==> src/design/rtcc_pkg.sv <==
package rtcc_pkg;

  // ---------------------------------------------------------------
  // register word addresses
  // ---------------------------------------------------------------
  localparam logic [7:0] ADDR_SEC   = 8'h02;
  localparam logic [7:0] ADDR_MIN   = 8'h03;
  localparam logic [7:0] ADDR_HOUR  = 8'h04;
  localparam logic [7:0] ADDR_DAY   = 8'h05;
  localparam logic [7:0] ADDR_WDAY  = 8'h06;
  localparam logic [7:0] ADDR_MONTH = 8'h07;
  localparam logic [7:0] ADDR_YEAR  = 8'h08;

  // ---------------------------------------------------------------
  // field positions
  // ---------------------------------------------------------------
  localparam int FLAG_BIT    = 7;  // supply-low flag in seconds register
  localparam int CENTURY_BIT = 7;  // century bit in month register

  // ---------------------------------------------------------------
  // limits of the counters, in bcd
  // ---------------------------------------------------------------
  localparam logic [3:0] UNIT_MAX   = 4'h9;
  localparam logic [3:0] MINSEC_TMAX = 4'h5;
  localparam logic [7:0] HOUR_LAST  = 8'h23;
  localparam logic [2:0] WDAY_LAST  = 3'h6;
  localparam logic [7:0] MONTH_LAST = 8'h12;
  localparam logic [7:0] YEAR_LAST  = 8'h99;

  // ---------------------------------------------------------------
  // timing
  // ---------------------------------------------------------------
  localparam int SYS_CLK_HZ  = 40_000_000;
  localparam int TICK_HZ     = 1;
  localparam int TICK_CYCLES = SYS_CLK_HZ / TICK_HZ;

  // ---------------------------------------------------------------
  // types
  // ---------------------------------------------------------------
  typedef struct packed {
    logic [2:0] sec_t;
    logic [3:0] sec_u;
    logic [2:0] min_t;
    logic [3:0] min_u;
    logic [1:0] hr_t;
    logic [3:0] hr_u;
    logic [1:0] day_t;
    logic [3:0] day_u;
    logic [2:0] wday;
    logic       mon_t;
    logic [3:0] mon_u;
    logic       century;
    logic [3:0] yr_t;
    logic [3:0] yr_u;
  } rtcc_time_t;

  typedef struct packed {
    logic [7:0] addr;
    logic       wr;
    logic [7:0] wdata;
  } rtcc_req_t;

  // ---------------------------------------------------------------
  // reset values
  // ---------------------------------------------------------------
  localparam rtcc_time_t TIME_RST = '{sec_t: 3'h0, sec_u: 4'h0, min_t: 3'h0, min_u: 4'h0,
                                      hr_t: 2'h0, hr_u: 4'h0, day_t: 2'h0, day_u: 4'h1,
                                      wday: 3'h0, mon_t: 1'b0, mon_u: 4'h1, century: 1'b0,
                                      yr_t: 4'h0, yr_u: 4'h0};
  localparam logic       FLAG_RST = 1'b1;

endpackage

==> src/design/rtcc_counters.sv <==
`timescale 1ns/100ps
module rtcc_counters
  import rtcc_pkg::*;
#(
  parameter int TICK_CYCLES_P = rtcc_pkg::TICK_CYCLES
) (
  input  wire logic              sys_clk,
  input  wire logic              srst,
  input  wire rtcc_pkg::rtcc_req_t reg_req,
  input  wire logic              access_busy,
  input  wire logic              supply_low_pin,
  input  wire logic              osc_stop_pin,
  output logic [7:0]             rd_data_q,
  output logic                   supply_low_flag_q
);
  import rtcc_pkg::*;

  localparam int CW = $clog2(TICK_CYCLES_P);

  // ---------------------------------------------------------------
  // declarations
  // ---------------------------------------------------------------
  rtcc_time_t    t_q;
  rtcc_time_t    t_d;
  logic [CW-1:0] div_q;
  logic          tick_q;
  logic          pend_q;
  logic          step;
  logic          low_s;
  logic          stop_s;
  logic          wr_sec;
  logic [7:0]    last_day;

  // ---------------------------------------------------------------
  // pin synchronisers
  // ---------------------------------------------------------------
  rtcc_sync3 #(.RST_VAL(1'b0)) u_sync_low (
    .sys_clk (sys_clk),
    .srst    (srst),
    .din     (supply_low_pin),
    .dout_q  (low_s)
  );

  rtcc_sync3 #(.RST_VAL(1'b0)) u_sync_stop (
    .sys_clk (sys_clk),
    .srst    (srst),
    .din     (osc_stop_pin),
    .dout_q  (stop_s)
  );

  // ---------------------------------------------------------------
  // one second enable
  // ---------------------------------------------------------------
  always_ff @(posedge sys_clk) begin
    if (srst) begin
      div_q  <= '0;
      tick_q <= 1'b0;
    end else if (div_q == CW'(TICK_CYCLES_P - 1)) begin
      div_q  <= '0;
      tick_q <= 1'b1;
    end else begin
      div_q  <= CW'(div_q + 1'b1);
      tick_q <= 1'b0;
    end
  end

  // hold one missed tick while the host is busy
  always_ff @(posedge sys_clk) begin
    if (srst) begin
      pend_q <= 1'b0;
    end else if (access_busy && tick_q) begin
      pend_q <= 1'b1;
    end else if (!access_busy) begin
      pend_q <= 1'b0;
    end
  end

  assign step = !access_busy && (tick_q || pend_q);

  // ---------------------------------------------------------------
  // month length, leap february
  // ---------------------------------------------------------------
  always_comb begin
    logic leap;
    leap = (!t_q.yr_t[0] && (t_q.yr_u == 4'h0 || t_q.yr_u == 4'h4 || t_q.yr_u == 4'h8)) ||
           (t_q.yr_t[0] && (t_q.yr_u == 4'h2 || t_q.yr_u == 4'h6));
    case ({3'b000, t_q.mon_t, t_q.mon_u})
      8'h02:   last_day = leap ? 8'h29 : 8'h28;
      8'h04,
      8'h06,
      8'h09,
      8'h11:   last_day = 8'h30;
      default: last_day = 8'h31;
    endcase
  end

  // ---------------------------------------------------------------
  // carry chain for one second
  // ---------------------------------------------------------------
  always_comb begin
    logic c;
    t_d = t_q;
    c   = 1'b0;
    // seconds
    if (t_q.sec_u == UNIT_MAX) begin
      t_d.sec_u = 4'h0;
      if ({1'b0, t_q.sec_t} == MINSEC_TMAX) begin
        t_d.sec_t = 3'h0;
        c         = 1'b1;
      end else begin
        t_d.sec_t = 3'(t_q.sec_t + 3'h1);
      end
    end else begin
      t_d.sec_u = 4'(t_q.sec_u + 4'h1);
    end
    // minutes
    if (c) begin
      c = 1'b0;
      if (t_q.min_u == UNIT_MAX) begin
        t_d.min_u = 4'h0;
        if ({1'b0, t_q.min_t} == MINSEC_TMAX) begin
          t_d.min_t = 3'h0;
          c         = 1'b1;
        end else begin
          t_d.min_t = 3'(t_q.min_t + 3'h1);
        end
      end else begin
        t_d.min_u = 4'(t_q.min_u + 4'h1);
      end
    end
    // hours, 24 hour wrap
    if (c) begin
      c = 1'b0;
      if ({2'b00, t_q.hr_t, t_q.hr_u} == HOUR_LAST) begin
        t_d.hr_t = 2'h0;
        t_d.hr_u = 4'h0;
        c        = 1'b1;
      end else if (t_q.hr_u == UNIT_MAX) begin
        t_d.hr_u = 4'h0;
        t_d.hr_t = 2'(t_q.hr_t + 2'h1);
      end else begin
        t_d.hr_u = 4'(t_q.hr_u + 4'h1);
      end
    end
    // day of month and weekday
    if (c) begin
      c = 1'b0;
      t_d.wday = (t_q.wday >= WDAY_LAST) ? 3'h0 : 3'(t_q.wday + 3'h1);
      if ({2'b00, t_q.day_t, t_q.day_u} >= last_day) begin
        t_d.day_t = 2'h0;
        t_d.day_u = 4'h1;
        c         = 1'b1;
      end else if (t_q.day_u == UNIT_MAX) begin
        t_d.day_u = 4'h0;
        t_d.day_t = 2'(t_q.day_t + 2'h1);
      end else begin
        t_d.day_u = 4'(t_q.day_u + 4'h1);
      end
    end
    // month
    if (c) begin
      c = 1'b0;
      if ({3'b000, t_q.mon_t, t_q.mon_u} >= MONTH_LAST) begin
        t_d.mon_t = 1'b0;
        t_d.mon_u = 4'h1;
        c         = 1'b1;
      end else if (t_q.mon_u == UNIT_MAX) begin
        t_d.mon_t = 1'b1;
        t_d.mon_u = 4'h0;
      end else begin
        t_d.mon_u = 4'(t_q.mon_u + 4'h1);
      end
    end
    // year and century
    if (c) begin
      if ({t_q.yr_t, t_q.yr_u} == YEAR_LAST) begin
        t_d.yr_t    = 4'h0;
        t_d.yr_u    = 4'h0;
        t_d.century = !t_q.century;
      end else if (t_q.yr_u == UNIT_MAX) begin
        t_d.yr_u = 4'h0;
        t_d.yr_t = 4'(t_q.yr_t + 4'h1);
      end else begin
        t_d.yr_u = 4'(t_q.yr_u + 4'h1);
      end
    end
  end

  // ---------------------------------------------------------------
  // time registers: host write wins, else step on tick
  // ---------------------------------------------------------------
  always_ff @(posedge sys_clk) begin
    if (srst) begin
      t_q <= TIME_RST;
    end else if (reg_req.wr) begin
      case (reg_req.addr)
        ADDR_SEC: begin
          t_q.sec_t <= reg_req.wdata[6:4];
          t_q.sec_u <= reg_req.wdata[3:0];
        end
        ADDR_MIN: begin
          t_q.min_t <= reg_req.wdata[6:4];
          t_q.min_u <= reg_req.wdata[3:0];
        end
        ADDR_HOUR: begin
          t_q.hr_t <= reg_req.wdata[5:4];
          t_q.hr_u <= reg_req.wdata[3:0];
        end
        ADDR_DAY: begin
          t_q.day_t <= reg_req.wdata[5:4];
          t_q.day_u <= reg_req.wdata[3:0];
        end
        ADDR_WDAY: begin
          t_q.wday <= reg_req.wdata[2:0];
        end
        ADDR_MONTH: begin
          t_q.century <= reg_req.wdata[CENTURY_BIT];
          t_q.mon_t   <= reg_req.wdata[4];
          t_q.mon_u   <= reg_req.wdata[3:0];
        end
        ADDR_YEAR: begin
          t_q.yr_t <= reg_req.wdata[7:4];
          t_q.yr_u <= reg_req.wdata[3:0];
        end
        default: begin
          t_q <= t_q;
        end
      endcase
    end else if (step) begin
      t_q <= t_d;
    end
  end

  // ---------------------------------------------------------------
  // supply-low integrity flag, set beats clear
  // ---------------------------------------------------------------
  assign wr_sec = reg_req.wr && (reg_req.addr == ADDR_SEC);

  always_ff @(posedge sys_clk) begin
    if (srst) begin
      supply_low_flag_q <= FLAG_RST;
    end else if (low_s || stop_s) begin
      supply_low_flag_q <= 1'b1;
    end else if (wr_sec) begin
      supply_low_flag_q <= reg_req.wdata[FLAG_BIT];
    end
  end

  // ---------------------------------------------------------------
  // read mux, unused bits zero
  // ---------------------------------------------------------------
  always_ff @(posedge sys_clk) begin
    if (srst) begin
      rd_data_q <= 8'h00;
    end else begin
      case (reg_req.addr)
        ADDR_SEC:   rd_data_q <= {supply_low_flag_q, t_q.sec_t, t_q.sec_u};
        ADDR_MIN:   rd_data_q <= {1'b0, t_q.min_t, t_q.min_u};
        ADDR_HOUR:  rd_data_q <= {2'b00, t_q.hr_t, t_q.hr_u};
        ADDR_DAY:   rd_data_q <= {2'b00, t_q.day_t, t_q.day_u};
        ADDR_WDAY:  rd_data_q <= {5'b00000, t_q.wday};
        ADDR_MONTH: rd_data_q <= {t_q.century, 2'b00, t_q.mon_t, t_q.mon_u};
        ADDR_YEAR:  rd_data_q <= {t_q.yr_t, t_q.yr_u};
        default:    rd_data_q <= 8'h00;
      endcase
    end
  end
endmodule

==> src/design/rtcc_sync3.sv <==
`timescale 1ns/100ps
module rtcc_sync3 #(
  parameter logic RST_VAL = 1'b0
) (
  input  wire logic sys_clk,
  input  wire logic srst,
  input  wire logic din,
  output logic      dout_q
);
  logic s1_q;
  logic s2_q;
  logic s3_q;

  // three stage chain, first stage read only by the second
  always_ff @(posedge sys_clk) begin
    if (srst) begin
      s1_q <= RST_VAL;
      s2_q <= RST_VAL;
      s3_q <= RST_VAL;
    end else begin
      s1_q <= din;
      s2_q <= s1_q;
      s3_q <= s2_q;
    end
  end

  // accept a change once stages two and three agree
  always_ff @(posedge sys_clk) begin
    if (srst) begin
      dout_q <= RST_VAL;
    end else if (s2_q == s3_q) begin
      dout_q <= s3_q;
    end
  end
endmodule

==> config.mk <==
export PLATFORM = sky130hd
export DESIGN_NAME = rtcc_counters
export DESIGN_NICKNAME = d
export VERILOG_FILES = /design/src/design/rtcc_pkg.sv /design/src/design/rtcc_counters.sv /design/src/design/rtcc_sync3.sv
export SDC_FILE = /design/constraint.sdc
export NUM_CORES = 1
export LEC_CHECK = 0
export BUFFER_PORTS_ARGS = -buffer_cell sky130_fd_sc_hd__buf_2
export CORE_UTILIZATION = 35
export CTS_CLUSTER_SIZE = 20
export DETAILED_ROUTE_END_ITERATION = 16
export PLACE_DENSITY = 0.5
export SLEW_MARGIN = 10
export SYNTH_ARGS = -nofsm -noshare
export SYNTH_HDL_FRONTEND = slang
export SYNTH_SLANG_ARGS = --single-unit
==> constraint.sdc <==
create_clock -name sys_clk -period 6.21 [get_ports sys_clk]
set_input_delay 0.3105 -clock sys_clk [delete_from_list [all_inputs] [get_ports sys_clk]]
set_output_delay 0.3105 -clock sys_clk [all_outputs]
set_load 0.02 [all_outputs]
## Yosys cells after proc, flatten, opt, wreduce, memory -nomap -nowiden

Cells that the tools add are included.

- $add $sub $neg: 13
- Magnitude comparators: 3
- Eq/ne operators: 37
- Multiplexer cells: 51
- Reduce and logical (&&, ||, !) cells: 45

Operators with widths:

| cell | number |
|---|---|
| 43-bit two-way mux | 2 |
| 8-bit one-hot mux with 7 select lines | 1 |
| 6-bit two-way mux | 6 |
| 8-bit by 3-bit == test with 1-bit output (second input constant) | 4 |
| 4-bit by 1-bit adder with 4-bit output (second input constant) | 7 |
| 4-bit == test (second input constant) | 7 |
| 4-bit two-way mux | 7 |
| 26-bit by 1-bit adder with 26-bit output (second input constant) | 1 |
| 26-bit == test (second input constant) | 1 |
| 4-bit AND reduction | 6 |
| 7-bit two-way mux | 3 |
| 3-bit AND reduction | 7 |
| 3-bit two-way mux | 6 |
| 9-bit two-way mux | 2 |
| 2-bit nonzero test | 9 |
| 1-bit two-way mux | 17 |
| 8-bit by 2-bit == test with 1-bit output (second input constant) | 2 |
| 8-bit two-way mux | 2 |
| 2-bit by 1-bit inequality test with 1-bit output (second input constant) | 8 |
| 3-bit nonzero test | 4 |
| 5-bit by 3-bit == test with 1-bit output (second input constant) | 2 |
| 5-bit two-way mux | 2 |
| 5-bit one-hot mux with 2 select lines | 1 |
| 3-bit by 1-bit adder with 3-bit output (second input constant) | 3 |
| other kinds (22) | 39 |

- Flip-flop bits (word level): 88
- Bits of input ports: 22
- Output and inout bits: 9
- Logic and storage cells: 176

## Longest topological paths before layout

- Depth in word-level cells: 14
- Gate-level depth with buffers: 12
- Depth with buffers taken out: 11

## Cells and area by module

A second synthesis with hierarchy kept.

- Cell total of the unflattened synthesis: 617
- Area, all modules: 4,961.0 um^2

By module, submodules not included:

| module | times used | cells each | area each (um^2) |
|---|---|---|---|
| rtcc_counters | 1 | 597 | 4,735.8 |
| rtcc_sync3 | 2 | 10 | 112.6 |

## Worst setup path after synthesis

Ideal clock, no wire load.

- Path type: register to register
- From: reg t_q[1] (netlist name)
- To: reg t_q[19] (netlist name)
- Arrival: 2.695 ns
- Slack: 3.445 ns
- Stages on the path, launching flop included: 12
- Path buffers: 1
- Period minus slack after synthesis: 2.765 ns
- Cells stage by stage: dfxtp_1 > clkbuf_1 > xor2_1 > o21ai_0 > a32o_1 > ha_1 > nor4b_1 > o221ai_1 > or2_2 > nor3b_1 > o21ai_0 > a21oi_1

- Longest elaborated chain between the ends: 12
- Elaborated cells between the ends (all ways): 18
- Classes of those cells: 1 x order compare; 4 x eq/ne; 6 x mux; 7 x reduce/logical

RTL lines:

| element | line | source |
|---|---|---|
| start, declared | rtcc_counters.sv:23 | `rtcc_time_t t_q;` |
| start signal, assigned | rtcc_counters.sv:226 | `t_q <= t_q;` |
| start signal, assigned | rtcc_counters.sv:230 | `t_q <= t_d;` |
| 4-bit by 3-bit == test with 1-bit output or 4-bit logical NOT (tied branches) | rtcc_counters.sv:85 | `leap = (!t_q.yr_t[0] && (t_q.yr_u == 4'h0 \|\| t_q.yr_u == 4'h4 \|\| t_q.yr_u == 4'h8)) \|\|` |
| 1-bit logical OR (2 in series) | rtcc_counters.sv:85 |  |
| 1-bit logical AND | rtcc_counters.sv:85 |  |
| 1-bit logical OR (*) | rtcc_counters.sv:85 |  |
| 1-bit two-way mux (*) | rtcc_counters.sv:88 | `8'h02: last_day = leap ? 8'h29 : 8'h28;` |
| 5-bit one-hot mux with 2 select lines (*) | rtcc_counters.sv:87 | `case ({3'b000, t_q.mon_t, t_q.mon_u})` |
| 6-bit by 8-bit >= comparator with 1-bit output (*) | rtcc_counters.sv:149 | `if ({2'b00, t_q.day_t, t_q.day_u} >= last_day) begin` |
| 6-bit two-way mux (*) | rtcc_counters.sv:149 |  |
| 9-bit two-way mux (*) | rtcc_counters.sv:146 | `if (c) begin` |
| 43-bit two-way mux (*) | rtcc_counters.sv:229 | `end else if (step) begin` |
| 43-bit two-way mux (*) | rtcc_counters.sv:195 | `end else if (reg_req.wr) begin` |

Every way passes the cells marked *; elsewhere a longest branch is shown, timed or not. The select of a mux whose other input is x is not followed.
A chain may end at the register's enable or synchronous reset.

## Worst setup path after layout

Ends and elaborated chain as after synthesis.

==> flow_metrics.py <==
metrics = {
    "run_status": {
        "status": "completed",
    },
    "floorplan": {
        "initial_core_util": 0.357,
        "fp.dieW_um": 121,
        "core_region_area_mm2": 0.0138,
        "dieArea_mm2": 0.0146,
        "ios": 31,
        "die_height_um": 121,
        "placementRows": 43,
    },
    "min_path": {
        "worstHoldStart": "osc_stop_pin",
        "whs_endpoint": "u_sync_stop.s1_q",
        "worst_hold_path.num_cells": 2,
        "hold_class": "primary input to flip-flop",
    },
    "route": {
        "viasPerCell": 5.66,
        "drtIter0Drc": 448,
        "routed_wl_um": 13300,
        "ant_nets": 0,
        "drt-pass1-iter-count": 5,
        "num_vias": 4483,
        "drc_errors": 0,
        "wl_per_cell_um": 16.7,
    },
    "sta": {
        "fmax_ghz": 0.325,
        "tightest_slew_ps": 797,
        "finalClockSkew_ps": 5.91,
        "grt_setup_unrepaired": "false",
        "period_needed_ps": 3080,
        "tns_ps": 0,
        "hold_viol": 0,
        "relSlewSlack": 0.467,
        "post-route-period-util": 0.496,
        "holdWs_ps": 169,
        "finalSetupViolations": 0,
        "slew_violations": 0,
    },
    "clock_tree": {
        "cts_setup_buffers": 0,
        "cts_num_sinks": 88,
        "h-tree-depth": 3,
        "clock_latency_ps": 350,
        "cts_root_buf": "clkbuf_16",
        "cts_buffer_depth": 2,
        "clk_pin_slew_ps": 70,
        "ctsResizeCount": 0,
        "ctsHoldBuffers": 0,
        "cts_tree": "done",
        "cts_buffers": 9,
    },
    "power": {
        "p_clk_frac": 0.453,
        "p_comb_frac": 0.055,
        "totalPowerFinal_mw": 1.16,
        "power_density_mw_per_mm2": 213,
        "switchingPower_mw": 0.294,
        "p_leak_nw": 1.99,
        "intPower_mw": 0.864,
        "ir_drop_v": 0.000107,
        "pwr-share-seq": 0.492,
        "swShare": 0.254,
    },
    "yosys": {
        "synth_warnings": 0,
        "synth.distinct_cells": 76,
        "synthesis.nets": 633,
        "synth.area.top_cells": "dfxtp_1, nor2_1, nand2_1, a21oi_1, o21ai_0",
        "synth.most_common_cell": "dfxtp_1",
        "synth_area_per_cell_um2": 8.23,
        "synth_top_area_share": 0.357,
        "yosys-top-cells-count": "dfxtp_1, nor2_1, nand2_1",
        "ys.flop_type": "dfxtp_1",
        "synth_top_cell_by_area": "dfxtp_1",
        "synth_edf_count": 0,
        "postSynthCellCount": 599,
        "ys_seq_area_frac": 0.357,
        "synth_async_sr_flop_share": 0,
        "ys_ff_latch": 88,
        "syn_area_mm2": 0.00493,
    },
    "global_routing": {
        "grt_pass1_wl_um": 21600,
        "grt_max_degree": 55,
        "grt_pass1_vias": 4158,
        "grtUsageTotal": 0.192,
        "antenna_found_initial": 0,
        "grt_overflow_total": 0,
    },
    "critical_path": {
        "crit_fanout": 11,
        "reg2reg_depth": 10,
        "required_ps": 6490,
        "rrSetupSlack_ps": 3130,
        "worst_setup_path_start_kind": "flip-flop",
        "worstPathArrival_ps": 3360,
        "regToRegStartpoint": "t_q[1]",
        "crit_path_end_kind": "flip-flop",
        "rr_endpoint": "t_q[19]",
        "crit_type": "flip-flop to flip-flop",
    },
    "finish": {
        "nets": 641,
        "num_antenna_cells": 0,
        "syn_to_final_growth_pct": 10.4,
        "drive_gt1_frac": 0.121,
    },
    "placement": {
        "post-dp-hpwl_um": 9290,
        "routabilityCongestion": 0.872,
        "io_buffers": 30,
    },
    "run": {
        "maxCapViolations": 0,
    },
}
[per-layer routing]
layer,track usage,part of all wire
met1,0.265,0.48
met2,0.302,0.47
met3,0.0259,0.040
met4,0.0741,0.012
met5,0,0
[cell type report]
cell class | instances | area (um2)
Tap cell | 180 | 225
Inverter | 14 | 52.6
Sequential cell | 88 | 1760
Clock buffer | 10 | 229
Multi-Input combinational cell | 462 | 2960
Fill cell | 1439 | 8390
Clock inverter | 6 | 52.6
Timing Repair Buffer | 32 | 165
[worst max path at each step]
stage / startpoint / to / cells past startpoint
after floorplan: t_q[1] / t_q[19] / 11
after global placement: t_q[1] / t_q[19] / 10
after detailed placement: t_q[1] / t_q[19] / 10
after CTS: t_q[1] / t_q[19] / 10
after global routing: t_q[9] / t_q[19] / 11
final: t_q[1] / t_q[19] / 10
[power groups by stage]
stage | logic [mW] | clock network [mW] | registers [mW]
3_3_place_gp | 0.0644 | 0 | 0.583
3_5_place_dp | 0.0647 | 0 | 0.583
5_1_grt | 0.0713 | 0.568 | 0.570
2_1_floorplan | 0.0410 | 0 | 0.582
4_1_cts | 0.0647 | 0.541 | 0.570
6_report | 0.0640 | 0.524 | 0.570
[registers in the layout, summed over array words and instances, names as in the netlist]
register            count
div_q                  26
u_sync_low.s2_q         1
u_sync_stop.dout_q      1
u_sync_stop.s1_q        1
u_sync_low.s3_q         1
t_q                    43
rd_data_q               8
tick_q                  1
pend_q                  1
u_sync_low.dout_q       1
u_sync_stop.s3_q        1
u_sync_low.s1_q         1
u_sync_stop.s2_q        1
supply_low_flag_q       1
[critical path, stage by stage (launching register included)]
cell      delay [ps]
dfxtp_1          540
xor2_1           190
o21ai_0          110
a32o_1           280
ha_1             270
nor4b_1          350
o221ai_1         370
or2_2            470
nor3b_1          190
o21ai_0           90
a21oi_1          150
[per-stage QoR]
step / utilization / instance area, um2 / std cells / setup WS, ps
after floorplan: - / 4930 / 599 / 3440
after CTS: 0.394 / 5440 / 792 / 3180
after global placement: 0.373 / 5160 / 776 / 3310
after global routing: 0.394 / 5440 / 792 / 2840
final: 0.394 / 5440 / 792 / 3130
after detailed placement: 0.373 / 5160 / 776 / 3210
[cells in the final DEF, fill, tap and decap left out, types with 3 or more instances in the layout]
cell,n
dfxtp_1,88
nor2_1,72
nand2_1,58
a21oi_1,43
o21ai_0,35
buf_2,30
nand3_1,21
xor2_1,19
inv_1,14
nor3_1,13
nor2b_1,12
ha_1,12
a22oi_1,10
nand2b_1,9
nand4_1,9
and3_1,9
xnor2_1,9
a31oi_1,9
clkbuf_16,9
o211ai_1,7
o31ai_1,6
a32o_1,5
a21o_1,5
and2_1,5
o211a_1,5
nor4_1,5
a211oi_1,5
a22o_1,5
nand3b_1,4
a311oi_1,4
and4_1,4
a222oi_1,4
nor3b_1,3
nor4b_1,3
o22ai_1,3
mux2i_1,3
mux2_2,3
[logic make-up after synthesis]
group / after synthesis / synth area share
AO/OA/AOI/OAI: 166 / 0.230
buffers and inverters: 49 / 0.0434
XOR/XNOR: 28 / 0.0497
multiplexers: 6 / 0.0129
AND/OR/NAND/NOR: 250 / 0.276
flip-flops: 88 / 0.357
adder cells (fa/ha/maj): 12 / 0.0304
Power figures use the tool's default switching activity.
